`config.mk`:
```
export PLATFORM = sky130hd
export DESIGN_NAME = oamd_decode
export DESIGN_NICKNAME = d
export VERILOG_FILES = /design/src/rtl/oamd_alu.v /design/src/rtl/oamd_decode.v
export VERILOG_INCLUDE_DIRS = /design/src /design/src/rtl
export SDC_FILE = /design/constraint.sdc
export NUM_CORES = 1
export LEC_CHECK = 0
export ABC_AREA = 1
export BUFFER_PORTS_ARGS = -buffer_cell sky130_fd_sc_hd__buf_4
export CORE_MARGIN = 2
export CORE_UTILIZATION = 35
export DETAILED_ROUTE_END_ITERATION = 12
export SYNTH_ARGS = -nofsm -noshare
export SYNTH_HDL_FRONTEND = slang
export SYNTH_SLANG_ARGS = --single-unit
```
`constraint.sdc`:
```
create_clock -name sys_clk_i -period 4.2 [get_ports sys_clk_i]
set_input_delay 0.63 -clock sys_clk_i [delete_from_list [all_inputs] [get_ports sys_clk_i]]
set_output_delay 0.63 -clock sys_clk_i [all_outputs]
set_load 0.005 [all_outputs]
```
`src/rtl/oamd_map.vh`:
```
`ifndef OAMD_MAP_VH
`define OAMD_MAP_VH
`define OAMD_OPC_IOR_LIT 6'h38
`define OAMD_OPC_IOR_FILE 6'h04
`define OAMD_OPC_MOV_FILE 6'h08
`define OAMD_OPC_LOAD_LIT 4'hc
`define OAMD_BIT_DEST 7
`define OAMD_ACC_RESET 8'h00
`define OAMD_ZERO_RESET 1'b0
`define OAMD_FILE_DEPTH 128
`endif

```
`src/rtl/oamd_alu.v`:
```
`timescale 1ns/1ps
`include "oamd_map.vh"
module oamd_alu (
	input wire [13:0] instr_i,
	input wire [7:0] acc_i,
	input wire [7:0] file_i,
	output reg [7:0] result_o,
	output reg valid_o,
	output reg to_file_o,
	output reg zero_upd_o
);
	always @* begin
		result_o = 8'h00;
		valid_o = 1'b0;
		to_file_o = 1'b0;
		zero_upd_o = 1'b0;
		if (instr_i[13:8] == `OAMD_OPC_IOR_LIT) begin
			result_o = acc_i | instr_i[7:0];
			valid_o = 1'b1;
			zero_upd_o = 1'b1;
		end else if (instr_i[13:8] == `OAMD_OPC_IOR_FILE) begin
			result_o = acc_i | file_i;
			valid_o = 1'b1;
			to_file_o = instr_i[`OAMD_BIT_DEST];
			zero_upd_o = 1'b1;
		end else if (instr_i[13:8] == `OAMD_OPC_MOV_FILE) begin
			result_o = file_i;
			valid_o = 1'b1;
			to_file_o = instr_i[`OAMD_BIT_DEST];
			zero_upd_o = 1'b1;
		end else if (instr_i[13:10] == `OAMD_OPC_LOAD_LIT) begin
			// bits 9:8 are don't-care
			result_o = instr_i[7:0];
			valid_o = 1'b1;
		end
	end
endmodule // oamd_alu

```
`src/rtl/oamd_decode.v`:
```
// Summary of operation
// - literal-OR ORs literal into accumulator
// - literal-OR writes accumulator, updates zero flag
// - register-OR: acc OR file, to dest, zero
// - move: file value unchanged to dest, one cycle
// - move: d=0 accumulator, d=1 same file
// - move updates zero flag even writing back
`timescale 1ns/1ps
`include "oamd_map.vh"
module oamd_decode (
	input wire sys_clk_i,
	input wire rst_n_i,
	input wire instr_valid_i,
	input wire [13:0] instr_i,
	output reg [7:0] acc_o,
	output reg zero_o,
	output reg file_we_o,
	output reg [6:0] file_addr_o,
	output reg [7:0] file_wdata_o
);
	// instruction classes, decoded once from the opcode field
	localparam [2:0] CLS_NONE = 3'b000;
	localparam [2:0] CLS_OR_LIT = 3'b001;
	localparam [2:0] CLS_OR_FILE = 3'b010;
	localparam [2:0] CLS_MOVE = 3'b011;
	localparam [2:0] CLS_LOAD = 3'b100;

	// array kept here so a read and its write-back share one cycle
	reg [7:0] file_mem [0:`OAMD_FILE_DEPTH-1];
	reg [7:0] acc_reg;
	reg [7:0] acc_next;
	reg zero_reg;
	reg zero_next;
	reg file_we_next;
	reg [6:0] file_addr_next;
	reg [7:0] file_wdata_next;
	wire [2:0] cls;
	wire [6:0] addr;
	wire [7:0] file_rd;
	wire [7:0] res;
	wire res_valid;
	wire res_to_file;
	wire res_zero_upd;
	wire exec;

	function [2:0] f_class;
		input [13:0] word;
		begin
			if (word[13:8] == `OAMD_OPC_IOR_LIT) begin
				f_class = CLS_OR_LIT;
			end else if (word[13:8] == `OAMD_OPC_IOR_FILE) begin
				f_class = CLS_OR_FILE;
			end else if (word[13:8] == `OAMD_OPC_MOV_FILE) begin
				f_class = CLS_MOVE;
			end else if (word[13:10] == `OAMD_OPC_LOAD_LIT) begin
				// bits 9:8 are don't-care for the literal load
				f_class = CLS_LOAD;
			end else begin
				f_class = CLS_NONE;
			end
		end
	endfunction

	// one address field drives the read, the write and the address port
	function [6:0] f_addr;
		input [13:0] word;
		begin
			f_addr = word[6:0];
		end
	endfunction

	function f_is_zero;
		input [7:0] value;
		begin
			f_is_zero = (value == 8'h00);
		end
	endfunction

	assign cls = f_class(instr_i);
	assign addr = f_addr(instr_i);
	// literal words index the array too; that read is simply unused
	assign file_rd = file_mem[addr];
	assign exec = instr_valid_i & res_valid;

	oamd_alu u_alu (
		.instr_i(instr_i),
		.acc_i(acc_reg),
		.file_i(file_rd),
		.result_o(res),
		.valid_o(res_valid),
		.to_file_o(res_to_file),
		.zero_upd_o(res_zero_upd)
	);

	// literal results always land in the accumulator, file results only with d clear
	always @* begin
		acc_next = acc_reg;
		if (exec) begin
			case (cls)
				CLS_OR_LIT: begin
					acc_next = res;
				end
				CLS_OR_FILE: begin
					if (!res_to_file) begin
						acc_next = res;
					end
				end
				CLS_MOVE: begin
					if (!res_to_file) begin
						acc_next = res;
					end
				end
				CLS_LOAD: begin
					acc_next = res;
				end
				default: begin
					acc_next = acc_reg;
				end
			endcase
		end
	end

	// zero flag follows every marked result, a write-back included
	always @* begin
		zero_next = zero_reg;
		if (exec && res_zero_upd) begin
			case (cls)
				CLS_OR_LIT: begin
					zero_next = f_is_zero(res);
				end
				CLS_OR_FILE, CLS_MOVE: begin
					zero_next = f_is_zero(res);
				end
				default: begin
					zero_next = zero_reg;
				end
			endcase
		end
	end

	// file side: strobe only for a file destination, address and data every edge
	always @* begin
		file_we_next = 1'b0;
		file_addr_next = addr;
		file_wdata_next = res;
		if (exec && res_to_file) begin
			case (cls)
				CLS_OR_FILE: begin
					file_we_next = 1'b1;
				end
				CLS_MOVE: begin
					file_we_next = 1'b1;
				end
				default: begin
					file_we_next = 1'b0;
				end
			endcase
		end
	end

	// no reset on the array: contents stay unknown until first written
	always @(posedge sys_clk_i) begin
		if (file_we_next) begin
			file_mem[addr] <= res;
		end
	end

	always @(posedge sys_clk_i or negedge rst_n_i) begin
		if (!rst_n_i) begin
			acc_reg <= `OAMD_ACC_RESET;
		end else begin
			acc_reg <= acc_next;
		end
	end

	always @(posedge sys_clk_i or negedge rst_n_i) begin
		if (!rst_n_i) begin
			zero_reg <= `OAMD_ZERO_RESET;
		end else begin
			zero_reg <= zero_next;
		end
	end

	// ports get flops of their own so no output passes through logic
	always @(posedge sys_clk_i or negedge rst_n_i) begin
		if (!rst_n_i) begin
			acc_o <= `OAMD_ACC_RESET;
		end else begin
			acc_o <= acc_next;
		end
	end

	always @(posedge sys_clk_i or negedge rst_n_i) begin
		if (!rst_n_i) begin
			zero_o <= `OAMD_ZERO_RESET;
		end else begin
			zero_o <= zero_next;
		end
	end

	always @(posedge sys_clk_i or negedge rst_n_i) begin
		if (!rst_n_i) begin
			file_we_o <= 1'b0;
		end else begin
			file_we_o <= file_we_next;
		end
	end

	always @(posedge sys_clk_i or negedge rst_n_i) begin
		if (!rst_n_i) begin
			file_addr_o <= 7'h00;
		end else begin
			file_addr_o <= file_addr_next;
		end
	end

	always @(posedge sys_clk_i or negedge rst_n_i) begin
		if (!rst_n_i) begin
			file_wdata_o <= 8'h00;
		end else begin
			file_wdata_o <= file_wdata_next;
		end
	end
endmodule // oamd_decode

```
==> flow_summary.ini, run 1 <==
[finish]
syn_to_final_growth_pct = 16.7
nFillCells = 11700
fin_nets = 4266
fin_util = 0.413
drive_gt1_frac = 0.117

[timing]
rsz0062_at_grt = false
slew_headroom = 0.366
fmax_mhz = 316
slew_viol_final = 0
finClkSkew_ns = 0.0261
post-route-period-util = 0.753
worst_slew_pin_slew_ns = 0.947
tns_ns = 0
finalHoldViolations = 0
hold_ws_ns = 0.160
post-route-min-period_ns = 3.16
setup_viol = 0

[worst_setup_path]
slowest_stage = nor2_2
crit_type = input port to flop
worstPathArrival_ns = 3.64
crit_buf_inv = 5
crit_required_ns = 4.68
endpoint_kind = flop
rrSetupSlack_ns = 1.25
max_stage_delay_ns = 0.55
timing.critical_path.mode_cell = nand2_1
crit_path_max_fanout = 61
crit_path_start_kind = input port
rr_startpoint = file_mem[92][2]$_DFFE_PP_
reg2reg_depth = 14
worstReg2RegEnd = file_mem[54][2]$_DFFE_PP_
crit_family = simple AND/OR/NAND/NOR gates
crit_chain = buf_4, buf_4, nand2_1, nor2_2, buf_4, a22oi_1, nand2_1, o21ai_0, nand2_1, nor2_1, nor2_1, nor2_1, nand2_1, nand2_1, nand2_1, nand2_1, inv_4, buf_12

[clocking]
cts_sinks = 1049
cts_setup_buffers = 0
path_clk_slew_ns = 0.06
clock-root-buffer = clkbuf_16
cts_max_level = 3
cts_buffer_depth = 3
numCtsBuffers = 107
ctsResizeCount = 0
cts_tree = yes
clk_latency_ns = 0.70

[drt]
drt_wl_total_mm = 119
wl_per_cell_um = 19.8
avgViaCountPerCell = 4.92
ant_nets = 0
dr_total_vias = 29400
drt_iter0_markers = 2990
drc_errors = 0
dr.pass1.iters = 6

[logic_synthesis]
ys_ff_latch = 1049
synth_top_area_cell = edfxtp_1
syn_avg_cell_area_um2 = 10.7
netlist-cell-type-count = 28
yosysSeqAreaShare = 0.716
syn-cell-area_um2 = 43800
netlist_instances = 4082
ys_top_cells_by_area = edfxtp_1, nand2_1, nor2_1, inv_1, dfrtp_1
ys_warn_count = 0
synth_top_cell_area_share = 0.701
synth_fp_nets = 4099

[placement]
dp.final_hpwl_mm = 74.0
port_buffers = 41
place_congestion = 0.890

[pwr]
powerDensity_nw_per_um2 = 442
ir_worst_vdd_v = 0.000342
p_leak_nw = 20.5

[global_route]
grt_max_degree = 92
antenna_found_initial = 2
grt_pass1_wl_mm = 178
grt_use_total = 0.184
grt_pass1_vias = 27800
overflow = 0

[floorplanning]
pin_count = 42
die_area_um2 = 128000
core.rowCount = 129
start_util = 0.354
die_w_um = 358
fp.dieH_um = 358
core_area_um2 = 124000

[outcome]
status = finished, final reports clean

[hold_path]
hp-start = instr_i[6]
hold_end = file_addr_o[6]$_DFF_PN0_
min_path_cells = 1
worstHoldPathType = input port to flop

[flow_run]
cap_violations = 0
==> metrics by stage <==
stage	setup slack [ns]	power, W	std cells	instance area, um2
6_report	1.04	0.0226	5979	51100
2_1_floorplan	0.130	0.0124	4082	43800
3_5_place_dp	0.380	0.0129	5776	47400
4_1_cts	1.10	0.0227	5978	51100
3_3_place_gp	0.429	0.0129	5776	47400
5_1_grt	0.901	0.0233	5978	51100
==> cell type report <==
type / instances / area [um2] / share of cell area
sequential: 1049 / 31400 / 0.613
tap: 1637 / 2050 / 0.0400
clock buffer: 132 / 2840 / 0.0556
multi-input combinational: 2582 / 10600 / 0.207
antenna: 1 / 2.50 / 0.0000489
clock inverter: 69 / 857 / 0.0168
timing repair buffer: 251 / 2410 / 0.0471
inverter: 258 / 1000 / 0.0196
==> worst max path at each step <==
stage | start | depth (start not counted) | end | slack, ns
6_report | instr_i[2] | 18 | file_mem[20][7]$_DFFE_PP_ | 1.04
5_1_grt | instr_i[0] | 18 | file_mem[20][7]$_DFFE_PP_ | 0.90
4_1_cts | instr_i[0] | 18 | file_mem[20][7]$_DFFE_PP_ | 1.10
3_5_place_dp | instr_i[0] | 18 | file_mem[19][7]$_DFFE_PP_ | 0.38
3_3_place_gp | instr_i[0] | 18 | file_mem[20][7]$_DFFE_PP_ | 0.43
2_1_floorplan | instr_i[1] | 18 | file_mem[0][7]$_DFFE_PP_ | 0.13
==> flip-flops by register name, summed over array words and instances, names as in the netlist <==
name	count
file_addr_o	7
file_mem	1024
zero_o	1
file_wdata_o	8
file_we_o	1
acc_o	8
==> worst reg2reg max path, delay by kind of cell (launching register included) <==
family | cells | cell delay, ns
compound gates | 1 | 0.46
flops | 1 | 0.36
simple gates | 11 | 1.35
buf+inv | 2 | 0.44
==> kinds of logic after synthesis <==
logic type             Yosys count  share of synthesized area
AOI/OAI and AO/OA              222                     0.0288
buffers and inverters          451                     0.0437
and+or+nand+nor               2360                      0.212
DFF                           1049                      0.716
==> per-layer routing <==
metal,GRT usage,part of all wire,wire [um],vias up
met2,0.291,0.45,53900,1172
li1,-,-,-,13800
met5,0,0.00011,13,-
met1,0.263,0.44,52300,14300
met4,0.0547,0.024,2890,2
met3,0.0276,0.080,9520,196
==> power by group <==
part	leakage, nW	total [W]	switching, W	internal, W
Clock	1.80	0.00994	0.00406	0.00588
Combinational	9.02	0.00121	0.000867	0.000344
Sequential	9.73	0.0114	0.0000109	0.0114
Total	20.5	0.0226	0.00494	0.0177
==> Yosys cell counts, drive strengths merged <==
master	number
nand2	1693
edfxtp	1024
nor2	436
inv	256
o21ai	158
buf	128
nand3	124
or2	73
clkbuf	65
o211ai	38
nand4	32
dfrtp	25
a22oi	10
a221oi	8
a21oi	7
clkinv	2
nor3	2
a21boi	1
==> cell usage in the layout (no fill, tap or decap), drive strengths merged, types with 8 or more instances in the layout <==
cell / Yosys / routed
buf: 128 / 250
nand2: 1693 / 1693
o211ai: 38 / 38
clkinv: 2 / 46
nand4: 32 / 32
or2: 73 / 73
a221oi: 8 / 8
dfrtp: 25 / 25
bufinv: 0 / 17
a22oi: 10 / 10
nor2: 436 / 436
inv: 256 / 259
clkbuf: 65 / 132
o21ai: 158 / 158
nand3: 124 / 124
edfxtp: 1024 / 1024
==> repair_timing <==
| action | 4_1_cts | 5_1_grt |
|---|---|---|
| hold buffers | 1 | 0 |
| endpoints found under the hold margin | 25 | 0 |
| setup endpoints to repair | 0 | 0 |
(Power assumes the default switching activity.)
==> run 2: changes to the inputs <==
==> constraint.sdc (replaced) <==
create_clock -name sys_clk_i -period 3.1 [get_ports sys_clk_i]
set_input_delay 0.465 -clock sys_clk_i [delete_from_list [all_inputs] [get_ports sys_clk_i]]
set_output_delay 0.465 -clock sys_clk_i [all_outputs]
set_load 0.005 [all_outputs]
==> run 2 against run 1 <==
Net effect:
- utilization increased by 1.3 points
- hold slack worse by 0.012 ns
- critical endpoint is now file_mem[22][5]$_DFFE_PP_
- clock-buffer cell count rose by 8
- global-route usage increased by 0.18 points
- highest routed layer is now met4
- flip-flop and latch count unchanged
==> flow_summary.ini, run 2 (synthesis results as in run 1) <==
[finish]
fin_cells = 6184
layout_commonest_cell = nand2_1
nFillCells = 11600
fin_area_um2 = 52800
multi_input_area_um2 = 10600
drive_gt1_frac = 0.154
seqCellArea_um2 = 31400
fin_nets = 4470
top_regs = file_mem x1024, acc_o x8, file_wdata_o x8
final_cell_mix = nand2_1, edfxtp_1, nor2_1
syn_to_final_growth_pct = 20.4
top_register = file_mem
largest_reg_flops = 1024

[pwr]
combPwrFrac = 0.063
power.share.clock = 0.416
p_seq_frac = 0.521
powerDensity_nw_per_um2 = 564
netSwitchingFraction = 0.223
p_total_w = 0.0298
p_int_w = 0.0231
p_leak_nw = 21.5
ir_worst_vdd_v = 0.000451
switchingPower_w = 0.00663

[outcome]
status = finished, final reports clean

[hold_path]
worstHoldPathType = input port to flop
hold_end = file_we_o$_DFF_PN0_
hp-start = instr_valid_i
min_path_cells = 3

[floorplanning]
die_w_um = 358
core.rowCount = 129
core_area_um2 = 124000
die_area_um2 = 128000
start_util = 0.354
pin_count = 42
fp.dieH_um = 358

[drt]
dr.pass1.iters = 5
wl_per_cell_um = 19.3
drc_errors = 0
dr_total_vias = 30000
drt_iter0_markers = 2949
wl_met2_mm = 56.1
avgViaCountPerCell = 4.85
drt-met1-wl_mm = 52.0
ant_nets = 0
wl_met3_mm = 8.14
drt_wl_total_mm = 119
top_layer = met4

[global_route]
antenna_found_initial = 0
grt_use_total = 0.186
overflow = 0
grt_pass1_vias = 28800
grt_pass1_wl_mm = 180
grt_max_degree = 89

[worst_setup_path]
crit_type = input port to flop
rr_startpoint = file_mem[42][3]$_DFFE_PP_
crit_path_start_kind = input port
rrSetupSlack_ns = 0.24
crit_path_max_fanout = 30
reg2reg_depth = 16
endpoint_kind = flop
worstPathArrival_ns = 3.41
worstReg2RegEnd = file_mem[8][3]$_DFFE_PP_
crit_required_ns = 3.53

[placement]
placed_cells_incl_taps = 5976
place_congestion = 0.864
place_ws_ns = -0.544
dpl-instance-area_um2 = 49400
port_buffers = 41
dp.final_hpwl_mm = 78.7

[timing]
worst_slew_pin_slew_ns = 0.897
finClkSkew_ns = 0.0272
fmax_mhz = 336
hold_ws_ns = 0.148
timing.final.ws_setup_ns = 0.121
slew_headroom = 0.400
slew_viol_final = 0
finalHoldViolations = 0
post-route-min-period_ns = 2.98
rsz0062_at_grt = false
setup_viol = 0
post-route-period-util = 0.961

[clocking]
cts_buffer_depth = 3
clock-root-buffer = clkbuf_16
cts_tree = yes
path_clk_slew_ns = 0.06
cts_sinks = 1049
cts_hold_buf = 5
numCtsBuffers = 107
cts_max_level = 3
clk_latency_ns = 0.70
cts_setup_buffers = 0
ctsResizeCount = 0

[flow_run]
cap_violations = 0
run 2: how the worst max path moves through the flow:
stage | cells past startpoint | end | start | slack, ns
after floorplan | 19 | file_mem[0][7]$_DFFE_PP_ | instr_i[0] | -0.16
after global placement | 20 | file_mem[11][5]$_DFFE_PP_ | instr_i[0] | -0.56
after detailed placement | 20 | file_mem[10][5]$_DFFE_PP_ | instr_i[0] | -0.54
after CTS | 20 | file_mem[9][5]$_DFFE_PP_ | instr_i[0] | 0.18
after global routing | 16 | file_mem[29][1]$_DFFE_PP_ | instr_i[3] | 0.03
final | 20 | file_mem[22][5]$_DFFE_PP_ | instr_i[0] | 0.12
run 2: worst max-delay path, stage by stage:
cell and delay (ns):
buf_8 0.12, buf_4 0.16, buf_12 0.17, buf_4 0.23, or2_2 0.30, nand3_1 0.07, nand2_1 0.04, o21ai_0 0.21
nand2_1 0.13, nor2_1 0.14, nor2_1 0.06, buf_4 0.17, nor2_1 0.26, nand2_1 0.09, nand2_1 0.07, nand2_1 0.06
nand2_2 0.11, clkinvlp_4 0.14, buf_12 0.18, buf_12 0.16
run 2: layer usage:
metal  vias up  GRT usage
met5         -          0
met4         0     0.0566
met3       193     0.0277
met2       964      0.304
met1     14600      0.257
li1      14200          -
run 2: area by class of cell:
cell class,instances,share of cell area
timing repair buffer,455,0.0828
inverter,258,0.0192
clock inverter,62,0.00851
tap,1637,0.0388
clock buffer,140,0.0548
multi-input combinational,2582,0.202
sequential,1049,0.594
antenna,1,0.0000474
run 2: power groups by stage:
stage                     Combinational (W)  Clock [W]  Sequential, W
after global routing                0.00206     0.0131         0.0155
final                               0.00188     0.0124         0.0155
after global placement              0.00186          0         0.0158
after detailed placement            0.00187          0         0.0158
after floorplan                    0.000958          0         0.0158
after CTS                           0.00189     0.0126         0.0155
run 2: metrics by stage:
stage / setup TNS, ns / util
floorplan: -120.81 / -
global placement: -319.40 / 0.399
detailed placement: -313.19 / 0.399
CTS: 0 / 0.426
global route: 0 / 0.426
finish: 0 / 0.426
